[src/rtl/drive_monitor_params.svh]
// Offsets, reset values, selection codes and timing figures of the drive monitor block.
`ifndef DRIVE_MONITOR_PARAMS_SVH
`define DRIVE_MONITOR_PARAMS_SVH
`define CLK_PERIOD_NS 5
`define TICK_MS 100
`define HOUR_S 3600
`define KEY_HOLD_MS 1000
`define ENERGY_LSB_WS 36000
`define HOUR_MAX 16'hFFFF
`define ENERGY_MAX 20'hF423F
`define OFS_PANEL_SEL 8'h00
`define OFS_DECIMAL_SEL 8'h04
`define OFS_POSITION_SEL 8'h08
`define OFS_ENERGY_CLR 8'h0C
`define OFS_RUNTIME_CLR 8'h10
`define OFS_POWER_HOURS 8'h14
`define OFS_RUN_HOURS 8'h18
`define OFS_POWER_WRAP 8'h1C
`define OFS_RUN_WRAP 8'h20
`define OFS_ENERGY 8'h24
`define OFS_PANEL_STATE 8'h28
`define OFS_POWERON_POS 8'h2C
`define SEL_DEFAULT 8'h00
`define SEL_POWER_HOURS 8'h14
`define SEL_RUN_HOURS 8'h17
`define SEL_ENERGY 8'h19
`define SEL_TERMINALS 8'h37
`define SEL_THERMAL 8'h07
`define SEL_SET_SPEED 8'h64
`define SETTING_NONE 14'h270F
`define SETTING_ZERO 14'h0000
`define SETTING_ONE 14'h0001
`define SETTING_TEN 14'h000A
`define DISPLAY_MAX 14'h270F
`define DP_SPEED 2'h0
`define DP_CURRENT 2'h2
`define DP_VOLTAGE 2'h1
`define DP_THERMAL 2'h1
`define DP_HOURS 2'h2
`endif

[src/rtl/drive_monitor_pkg.sv]
// Types shared by the drive monitor block and its bench.
package drive_monitor_pkg;
  typedef enum logic [3:0] {
    POS_FIRST = 4'h1,
    POS_SECOND = 4'h2,
    POS_THIRD = 4'h4,
    POS_FAULT = 4'h8
  } panel_pos_t;

  typedef struct packed {
    logic [15:0] speed;
    logic [15:0] set_speed;
    logic [15:0] current;
    logic [15:0] voltage;
    logic [15:0] motor_thermal;
    logic [15:0] drive_thermal;
    logic [15:0] power_w;
    logic [31:0] position;
  } monitor_t;

  typedef struct packed {
    logic [13:0] value;
    logic [1:0] decimals;
    logic dashes;
    logic hz_led;
    logic terminal_view;
  } panel_t;
endpackage

[src/rtl/drive_monitor.sv]
// Monitor accumulators, panel selection and APB register slave of the drive unit.
//
// Implementation choices: the register addresses and register access over APB.
`timescale 1ns/10ps
`include "drive_monitor_params.svh"

// Notes on behaviour
// - Energization and run hour counts go 0 to 65535, then restart at 0.
// - Panel shows hours at 1h = 0.001, up to 65.53, then restarts.
// - A run hour is only added after one full hour of running.
// - Values above 9999 are shown as four dashes.
// - Combined thermal view shows the larger of motor and transistor thermal.
// - Monitored values are held on a fault and cleared by reset or fault reset.
// - With selection 0 the set key steps speed, current, voltage, fault.
// - The selected monitor appears in the third panel position; selection 100 uses the first.
// - First monitor at power-on; one-second set key hold makes current view power-on view.
// - Selection 100 shows set speed while stopped; Hz LED blinks stopped, lit running.
// - Error shows captured values; output shutoff displays as when stopped.
// - Selection 55 shows terminals on LEDs; inputs upper, outputs lower, centre lit.
// - Output power is added every 100 ms; energy is saved hourly.
// - Energy shows 0.01 kWh steps to 99.99, then 0.1 kWh, then 1 kWh.
// - Writing zero clears energy; the setting then reads 9999.
// - Selection 20 shows energization time in 10-hour steps.
// - Selection 23 shows running time counted only while running.
// - Separate wrap counts for energization and running hour counters.
// - Zero clears running hours only; 9999 clears nothing; setting reads 9999.
// - Decimal 9999 unchanged, 0 truncates to integer, 1 drops hundredths.
// - Decimal selection does not touch hour and energy views.
// - Position view replaces speed in the first position, unsigned.
module drive_monitor #(
  parameter int TICK_CYCLES = (`TICK_MS * 1000000) / `CLK_PERIOD_NS,
  parameter int HOUR_TICKS = (`HOUR_S * 1000) / `TICK_MS,
  parameter int IN_TERMS = 7,
  parameter int OUT_TERMS = 7
) (
  input wire logic mclk_in,
  input wire logic resetn_in,
  input wire logic psel_in,
  input wire logic penable_in,
  input wire logic pwrite_in,
  input wire logic [7:0] paddr_in,
  input wire logic [31:0] pwdata_in,
  output logic [31:0] prdata_out,
  output logic pready_out,
  output logic pslverr_out,
  input wire drive_monitor_pkg::monitor_t monitor_in,
  input wire logic running_in,
  input wire logic fault_in,
  input wire logic fault_reset_in,
  input wire logic output_shutoff_input_in,
  input wire logic [7:0] fault_code_in,
  input wire logic key_set_in,
  input wire logic [IN_TERMS-1:0] input_terms_in,
  input wire logic [OUT_TERMS-1:0] output_terms_in,
  output drive_monitor_pkg::panel_t panel_out,
  output logic [IN_TERMS+OUT_TERMS:0] term_led_out,
  output logic nvm_save_out
);
  localparam int ENERGY_CARRY = (`ENERGY_LSB_WS * 1000) / `TICK_MS;
  localparam int KEY_HOLD_TICKS = `KEY_HOLD_MS / `TICK_MS;

  logic [31:0] prescale;
  logic tick;
  logic [31:0] power_sub;
  logic [31:0] run_sub;
  logic hour_tick;
  logic [15:0] power_hours;
  logic [15:0] run_hours;
  logic [15:0] power_wrap;
  logic [15:0] run_wrap;
  logic [19:0] energy;
  logic [18:0] energy_frac;
  logic [7:0] panel_monitor_select;
  logic [13:0] decimal_digit_select;
  logic [1:0] position_view_select;
  logic [13:0] energy_total_clear;
  drive_monitor_pkg::panel_pos_t pos;
  drive_monitor_pkg::panel_pos_t poweron_pos;
  drive_monitor_pkg::monitor_t held;
  logic key_prev;
  logic [7:0] hold_cnt;
  logic blink;
  logic wr;
  logic energy_clear;
  logic runtime_clear;
  logic stopped;
  drive_monitor_pkg::monitor_t mon;
  drive_monitor_pkg::panel_t next_panel;
  logic [31:0] sel_value;
  logic [1:0] sel_dp;
  logic sel_raw;
  logic [31:0] pos_abs;
  logic [31:0] fmt_value;
  logic [1:0] fmt_dp;
  logic [31:0] next_rdata;
  logic next_err;

  assign wr = psel_in & penable_in & pwrite_in;
  assign energy_clear = wr && paddr_in == `OFS_ENERGY_CLR && pwdata_in[13:0] == `SETTING_ZERO;
  assign runtime_clear = wr && paddr_in == `OFS_RUNTIME_CLR && pwdata_in[13:0] == `SETTING_ZERO;
  assign stopped = ~running_in | output_shutoff_input_in;
  assign mon = fault_in ? held : monitor_in;

  // Base tick prescaler; everything slow is counted in these 100 ms ticks.
  always_ff @(posedge mclk_in)
  begin
    if (!resetn_in)
    begin
      prescale <= 32'h0;
      tick <= 1'b0;
    end
    else
    begin
      tick <= prescale == 32'(TICK_CYCLES - 1);
      prescale <= (prescale == 32'(TICK_CYCLES - 1)) ? 32'h0 : prescale + 32'h1;
    end
  end

  // Energization hours: a partial hour is lost at power-off, by design.
  always_ff @(posedge mclk_in)
  begin
    if (!resetn_in)
    begin
      power_sub <= 32'h0;
      hour_tick <= 1'b0;
      power_hours <= 16'h0;
      power_wrap <= 16'h0;
    end
    else
    begin
      hour_tick <= 1'b0;
      if (tick)
      begin
        power_sub <= (power_sub == 32'(HOUR_TICKS - 1)) ? 32'h0 : power_sub + 32'h1;
        if (power_sub == 32'(HOUR_TICKS - 1))
        begin
          hour_tick <= 1'b1;
          power_hours <= power_hours + 16'h1;
          if (power_hours == `HOUR_MAX)
            power_wrap <= power_wrap + 16'h1;
        end
      end
    end
  end

  // Running hours only advance on ticks spent running.
  always_ff @(posedge mclk_in)
  begin
    if (!resetn_in)
    begin
      run_sub <= 32'h0;
      run_hours <= 16'h0;
      run_wrap <= 16'h0;
    end
    else if (runtime_clear)
    begin
      run_hours <= 16'h0;
      run_sub <= 32'h0;
    end
    else if (tick && running_in)
    begin
      run_sub <= (run_sub == 32'(HOUR_TICKS - 1)) ? 32'h0 : run_sub + 32'h1;
      if (run_sub == 32'(HOUR_TICKS - 1))
      begin
        run_hours <= run_hours + 16'h1;
        if (run_hours == `HOUR_MAX)
          run_wrap <= run_wrap + 16'h1;
      end
    end
  end

  // Energy in 0.01 kWh, fed by power in watts; a single carry suffices since power stays below the carry.
  always_ff @(posedge mclk_in)
  begin
    if (!resetn_in || energy_clear)
    begin
      energy <= 20'h0;
      energy_frac <= 19'h0;
    end
    else if (tick)
    begin
      if ({3'h0, energy_frac} + {16'h0, mon.power_w} >= 35'(ENERGY_CARRY))
      begin
        energy_frac <= 19'({3'h0, energy_frac} + {16'h0, mon.power_w} - 35'(ENERGY_CARRY));
        if (energy != `ENERGY_MAX)
          energy <= energy + 20'h1;
      end
      else
        energy_frac <= energy_frac + 19'(mon.power_w);
    end
  end

  // Hourly save strobe towards the nonvolatile store.
  always_ff @(posedge mclk_in)
  begin
    if (!resetn_in)
      nvm_save_out <= 1'b0;
    else
      nvm_save_out <= hour_tick;
  end

  // Snapshot follows the live values until a fault freezes it; fault reset clears it.
  always_ff @(posedge mclk_in)
  begin
    if (!resetn_in || fault_reset_in)
      held <= '0;
    else if (!fault_in)
      held <= monitor_in;
  end

  // Software settings.
  always_ff @(posedge mclk_in)
  begin
    if (!resetn_in)
    begin
      panel_monitor_select <= `SEL_DEFAULT;
      decimal_digit_select <= `SETTING_NONE;
      position_view_select <= 2'h0;
      energy_total_clear <= `SETTING_NONE;
    end
    else if (wr)
    begin
      unique case (paddr_in)
        `OFS_PANEL_SEL: panel_monitor_select <= pwdata_in[7:0];
        `OFS_DECIMAL_SEL: decimal_digit_select <= pwdata_in[13:0];
        `OFS_POSITION_SEL: position_view_select <= pwdata_in[1:0];
        // Zero is an action, not a value to keep, so it never reads back.
        `OFS_ENERGY_CLR: energy_total_clear <= (pwdata_in[13:0] == `SETTING_TEN) ? `SETTING_TEN : `SETTING_NONE;
        default: ;
      endcase
    end
  end

  // Set key: press steps the view, a one-second hold stores it as the power-on view.
  always_ff @(posedge mclk_in)
  begin
    if (!resetn_in)
    begin
      key_prev <= 1'b0;
      hold_cnt <= 8'h0;
      pos <= drive_monitor_pkg::POS_FIRST;
      poweron_pos <= drive_monitor_pkg::POS_FIRST;
    end
    else
    begin
      key_prev <= key_set_in;
      if (!key_set_in)
        hold_cnt <= 8'h0;
      else if (tick && hold_cnt != 8'hFF)
        hold_cnt <= hold_cnt + 8'h1;
      if (key_set_in && tick && hold_cnt == 8'(KEY_HOLD_TICKS - 1))
        poweron_pos <= pos;
      if (wr && paddr_in == `OFS_POWERON_POS)
        pos <= drive_monitor_pkg::panel_pos_t'(pwdata_in[3:0]);
      else if (key_set_in && !key_prev)
      begin
        unique case (pos)
          drive_monitor_pkg::POS_FIRST: pos <= drive_monitor_pkg::POS_SECOND;
          drive_monitor_pkg::POS_SECOND: pos <= drive_monitor_pkg::POS_THIRD;
          drive_monitor_pkg::POS_THIRD: pos <= drive_monitor_pkg::POS_FAULT;
          drive_monitor_pkg::POS_FAULT: pos <= drive_monitor_pkg::POS_FIRST;
          default: pos <= drive_monitor_pkg::POS_FIRST;
        endcase
      end
    end
  end

  // Blink phase for the Hz LED while stopped.
  always_ff @(posedge mclk_in)
  begin
    if (!resetn_in)
      blink <= 1'b0;
    else if (tick)
      blink <= ~blink;
  end

  // Pick the raw value for the current panel position.
  always_comb
  begin
    pos_abs = mon.position[31] ? 32'(-mon.position) : mon.position;
    sel_value = {16'h0, mon.speed};
    sel_dp = `DP_SPEED;
    sel_raw = 1'b0;
    unique case (pos)
      drive_monitor_pkg::POS_FIRST:
      begin
        if (position_view_select == 2'h1)
          sel_value = pos_abs % 32'd10000;
        else if (position_view_select == 2'h2)
          sel_value = pos_abs / 32'd10000;
        else if (panel_monitor_select == `SEL_SET_SPEED && stopped)
          sel_value = {16'h0, mon.set_speed};
      end
      drive_monitor_pkg::POS_SECOND:
      begin
        sel_value = {16'h0, mon.current};
        sel_dp = `DP_CURRENT;
      end
      drive_monitor_pkg::POS_THIRD:
      begin
        sel_value = {16'h0, mon.voltage};
        sel_dp = `DP_VOLTAGE;
        unique case (panel_monitor_select)
          `SEL_POWER_HOURS:
          begin
            sel_value = {16'h0, power_hours} / 32'd10;
            sel_dp = `DP_HOURS;
            sel_raw = 1'b1;
          end
          `SEL_RUN_HOURS:
          begin
            sel_value = {16'h0, run_hours} / 32'd10;
            sel_dp = `DP_HOURS;
            sel_raw = 1'b1;
          end
          `SEL_ENERGY:
          begin
            sel_raw = 1'b1;
            sel_value = {12'h0, energy};
            sel_dp = 2'h2;
            if (energy >= 20'd100000)
            begin
              sel_value = {12'h0, energy} / 32'd100;
              sel_dp = 2'h0;
            end
            else if (energy >= 20'd10000)
            begin
              sel_value = {12'h0, energy} / 32'd10;
              sel_dp = 2'h1;
            end
          end
          `SEL_THERMAL:
          begin
            sel_value = {16'h0, (mon.motor_thermal > mon.drive_thermal) ? mon.motor_thermal : mon.drive_thermal};
            sel_dp = `DP_THERMAL;
          end
          default: ;
        endcase
      end
      drive_monitor_pkg::POS_FAULT: sel_value = {24'h0, fault_code_in};
      default: ;
    endcase
  end

  // Decimal selection, then the four-digit limit.
  always_comb
  begin
    fmt_value = sel_value;
    fmt_dp = sel_dp;
    if (!sel_raw && decimal_digit_select == `SETTING_ZERO)
    begin
      // Truncation keeps anything below one unit at zero.
      fmt_value = (sel_dp == 2'h2) ? sel_value / 32'd100 : (sel_dp == 2'h1) ? sel_value / 32'd10 : sel_value;
      fmt_dp = 2'h0;
    end
    else if (!sel_raw && decimal_digit_select == `SETTING_ONE && sel_dp == 2'h2)
    begin
      fmt_value = sel_value / 32'd10;
      fmt_dp = 2'h1;
    end
    next_panel.dashes = fmt_value > {18'h0, `DISPLAY_MAX};
    next_panel.value = next_panel.dashes ? 14'h0 : fmt_value[13:0];
    next_panel.decimals = fmt_dp;
    next_panel.hz_led = (panel_monitor_select == `SEL_SET_SPEED && stopped) ? blink : 1'b1;
    next_panel.terminal_view = pos == drive_monitor_pkg::POS_THIRD && panel_monitor_select == `SEL_TERMINALS;
  end

  // Panel outputs registered so the display sees clean levels.
  always_ff @(posedge mclk_in)
  begin
    if (!resetn_in)
    begin
      panel_out <= '0;
      term_led_out <= '0;
    end
    else
    begin
      panel_out <= next_panel;
      term_led_out <= next_panel.terminal_view ? {input_terms_in, 1'b1, output_terms_in} : '0;
    end
  end

  // Read mux and error decode, evaluated in the setup cycle.
  always_comb
  begin
    next_rdata = 32'h0;
    next_err = 1'b0;
    unique case (paddr_in)
      `OFS_PANEL_SEL: next_rdata = {24'h0, panel_monitor_select};
      `OFS_DECIMAL_SEL: next_rdata = {18'h0, decimal_digit_select};
      `OFS_POSITION_SEL: next_rdata = {30'h0, position_view_select};
      `OFS_ENERGY_CLR: next_rdata = {18'h0, energy_total_clear};
      `OFS_RUNTIME_CLR: next_rdata = {18'h0, `SETTING_NONE};
      `OFS_POWER_HOURS: next_rdata = {16'h0, power_hours};
      `OFS_RUN_HOURS: next_rdata = {16'h0, run_hours};
      `OFS_POWER_WRAP: next_rdata = {16'h0, power_wrap};
      `OFS_RUN_WRAP: next_rdata = {16'h0, run_wrap};
      `OFS_ENERGY: next_rdata = {12'h0, energy};
      `OFS_PANEL_STATE: next_rdata = {9'h0, next_panel, pos};
      `OFS_POWERON_POS: next_rdata = {28'h0, poweron_pos};
      default: next_err = 1'b1;
    endcase
  end

  // Zero-wait APB slave: data and error are ready by the access phase.
  always_ff @(posedge mclk_in)
  begin
    if (!resetn_in)
    begin
      prdata_out <= 32'h0;
      pslverr_out <= 1'b0;
      pready_out <= 1'b0;
    end
    else
    begin
      pready_out <= 1'b1;
      if (psel_in && !penable_in)
      begin
        prdata_out <= pwrite_in ? 32'h0 : next_rdata;
        pslverr_out <= next_err;
      end
    end
  end
endmodule // drive_monitor

[config.mk]
export PLATFORM = sky130hd
export DESIGN_NAME = drive_monitor
export DESIGN_NICKNAME = d
export VERILOG_FILES = /design/src/rtl/drive_monitor_pkg.sv /design/src/rtl/drive_monitor.sv
export VERILOG_INCLUDE_DIRS = /design/src /design/src/rtl
export SDC_FILE = /design/constraint.sdc
export NUM_CORES = 2
export LEC_CHECK = 0
export BUFFER_PORTS_ARGS = -buffer_cell sky130_fd_sc_hd__buf_4
export CAP_MARGIN = 20
export CORE_UTILIZATION = 55
export CTS_CLUSTER_SIZE = 14
export DETAILED_ROUTE_END_ITERATION = 8
export GPL_ROUTABILITY_DRIVEN = 0
export HOLD_SLACK_MARGIN = 0.15
export PLACE_DENSITY = 0.73
export SLEW_MARGIN = 15
export SYNTH_ARGS = -nofsm -noshare
export SYNTH_HDL_FRONTEND = slang
export SYNTH_SLANG_ARGS = --single-unit
export TNS_END_PERCENT = 100
[constraint.sdc]
create_clock -name mclk_in -period 37.2 [get_ports mclk_in]
set_clock_uncertainty 0.15 [all_clocks]
set_input_delay 1.86 -clock mclk_in [delete_from_list [all_inputs] [get_ports mclk_in]]
set_output_delay 1.86 -clock mclk_in [all_outputs]
set_load 0.1 [all_outputs]
==> summary.md <==
| Metric | Value |
|---|---|
| Synth warn | `0` |
| CTS tree | `done` |
| Synthesized flop and latch total | `roughly 450` |
| Post-synth EDFFs | `0` |
| FF-to-FF path depth | `87` |
| Slew headroom | `approximately 25%` |
| Layout fillers | `6,553` |
| Syn avg cell area | `between 7 and 8 um2` |
| First-pass GRT wire length | `a little under 200,000 um` |
| Synth top area share | `a little under a quarter` |
| Die Y | `around 270 um` |
| Die Footprint | `roughly 73,000 um2` |
| CTS Buffer Depth | `3` |
| Num rows | `98` |
| Num Clock Sinks | `447` |
| Wire length on met1 | `between 50,000 and 60,000 um` |
| Fmax | `a little over 30 MHz` |
| First DRT Iteration DRCs | `3,634` |
| R2R Setup Slk | `6.65 ns` |
| Highest metal used | `met5` |
| H-Tree Depth | `2` |
| Postcts setup bufs | `0` |
| Failing checks | `design-rule violations` |
| Initial antenna violation count | `19` |
| Commonest cells in the netlist | `707 x nor2_1, 464 x nand2_1, 447 x dfxtp_1` |
| Worst reg2reg endpoint | `prdata_out[9]` |
| Cell taking the most area after synthesis | `dfxtp_1` |
| Final hold violations | `0` |
| Crit path from | `fault_in` |
| Hold Buf Count CTS | `0` |
| CTS root buffer | `clkbuf_16` |
| Maxcap violations | `0` |
| Worst skew pair latency | `0.61 ns` |
| Most common cell in the netlist | `nor2_1` |
| Period utilisation layout | `88.0%` |
| Placed Instances | `~6,000` |
| # DRC | `3` |
| Vias in the first global route | `about 36,000` |
| Total gr overflow | `0` |
| Final number of setup-violating endpoints | `0` |
| CP peak stage delay | `roughly 0.82 ns` |
| WL/cell | `19.4 um` |
| Worst hold path class | `reg2reg` |
| Setup Total Neg Slack | `0 ns` |
| Synth Flop Type | `dfxtp_1` |
| Placement Cell Area | `roughly 42,000 um2` |
| Period minus WS final | `32.75 ns` |
| Worst Path Class, Setup | `in2reg` |
| Final #Nets | `~5,600` |
| HPWL Detailed | `92,900 um` |
| IO Count | `285` |
| Slowest cell on crit path | `o311ai_2` |
| Largest net degree at the start of global routing | `between 90 and 100` |
| Top post-synthesis cells by area | `dfxtp_1 23%, nor2_1 6.7%, xnor2_1 5.2%, mux2i_1 4.9%, nand2_1 4.4%` |
| Post-Layout Cell Count | `6,282` |
| Cts repair resizes | `0` |
| Distinct cells, synth | `180` |
| Critical Path Sink | `prdata_out[9]` |
| Vias post-DR | `between 40,000 and 50,000` |
| Worst hold slack | `about 0.3 ns` |
| Area Overhead vs Synth | `10.2%` |
| Final Max Tran Viols | `0` |
| Reg-to-reg critical path startpoint | `held[0]` |
| Sequential area share after synthesis | `about 23%` |
| DR pass1 iterations | `9` |
| GRT Total Usage | `32.0%` |
| Crit start category | `input pin` |
| Syn Inst Count | `slightly above 5,000` |
| Critical Path RT | `37.53 ns` |
| Slew @ Worst Pin | `around 1.1 ns` |
| Initial Util | `around 56%` |
| Die width | `around 270 um` |
| Share of layout cells above drive strength 1 | `roughly 14%` |
| Status | `finished with violations` |
| Fraction of registers with async set/reset | `0%` |
| Final Routed Wirelength | `about 120,000 um` |
| CTS clk-pin slew, worst paths | `0.06 ns` |
| Met2 routed WL | `approximately 54,000 um` |
| DRT antenna net count | `0` |
| Critical path peak fanout | `83` |
| CORE AREA | `a little over 70,000 um2` |
| Critical path arrival | `between 30 and 40 ns` |
| Vias per cell | `approximately 6.4` |
| Worst setup EP type | `register` |
| # port buffers | `around 260` |
| CTS Buf Count | `48` |
| Post-synthesis cell area | `around 40,000 um2` |
| RSZ-0062 raised after global routing | `false` |
| Final Instance Area | `43,700 um2` |
| Met3 wire len | `between 10,000 and 15,000 um` |
## logic make-up after synthesis
family | synth area share (%)
AND/OR/NAND/NOR | 26.0
AO/OA/AOI/OAI | 26.2
multiplexers | 7.76
other | 0.00946
flip-flops | 22.6
buffers and inverters | 4.72
XOR/XNOR | 10.3
adder cells (fa/ha/maj) | 2.44
## state kept, by name (all words and copies together), names as in the netlist, 8 cells and up
register,count
decimal_digit_select,14
prescale,32
held,144
energy,20
energy_frac,19
hold_cnt,8
panel_monitor_select,8
power_hours,16
power_sub,32
run_sub,32
power_wrap,16
panel_out,19
run_wrap,16
prdata_out,23
term_led_out,14
run_hours,16
## how the worst min path moves through the flow
stage	from	end	slack [ns]	cells past startpoint
6_report	prdata_out[5]	prdata_out[5]	0.31	1
5_1_grt	prdata_out[2]	prdata_out[2]	0.33	1
4_1_cts	prdata_out[5]	prdata_out[5]	0.31	1
3_5_place_dp	prdata_out[5]	prdata_out[5]	0.29	1
3_3_place_gp	prdata_out[5]	prdata_out[5]	0.29	1
2_1_floorplan	hour_tick	nvm_save_out	0.26	1
## worst max-delay path: cells and delay by family
family / cells / cell delay (ns)
compound gates: 47 / 15.97
simple gates: 23 / 6.88
xor+xnor: 10 / 3.96
mux: 6 / 2.65
buf+inv: 2 / 1.29
fa+ha+maj: 1 / 0.28
## stage by stage
step / worst slack [ns] / utilization [%]
global placement: 4.54 / 58.7
global route: 2.08 / 61.1
CTS: 4.67 / 61.1
finish: 4.45 / 61.2
detailed placement: 4.15 / 58.7
floorplan: 5.99 / -
## metal layers
layer | vias to the layer above | GRT usage (%)
li1 | 19200 | -
met1 | 18900 | 41.6
met2 | 1564 | 51.1
met3 | 326 | 5.98
met4 | 22 | 14.4
met5 | - | 0
## area by class of cell
class                   instances  area, um2  area share, %
multi-input cells            4336      28900           66.2
diodes                         12       30.0         0.0688
inverters                     138        518           1.19
well taps                     950       1190           2.72
clock inverters                19        289          0.662
repair buffers                310       2350           5.38
flip-flops and latches        447       8950           20.5
clock buffers                  70       1420           3.24
## cells in the final DEF (no fill, tap or decap), types with 67 or more instances in the layout
| cell type | instances |
|---|---|
| xnor2_1 | 236 |
| nand4_1 | 75 |
| o21ai_0 | 242 |
| a211oi_1 | 67 |
| inv_1 | 129 |
| buf_4 | 307 |
| nand3_1 | 194 |
| and3_1 | 77 |
| mux2i_1 | 193 |
| nor2_1 | 704 |
| or3_1 | 69 |
| dfxtp_1 | 446 |
| a21oi_1 | 338 |
| nand2_1 | 464 |
| xor2_1 | 196 |
| nor3_1 | 117 |
Power is not shown: default switching activity piles up to over one toggle a cycle in this logic, so the estimate is an artifact.
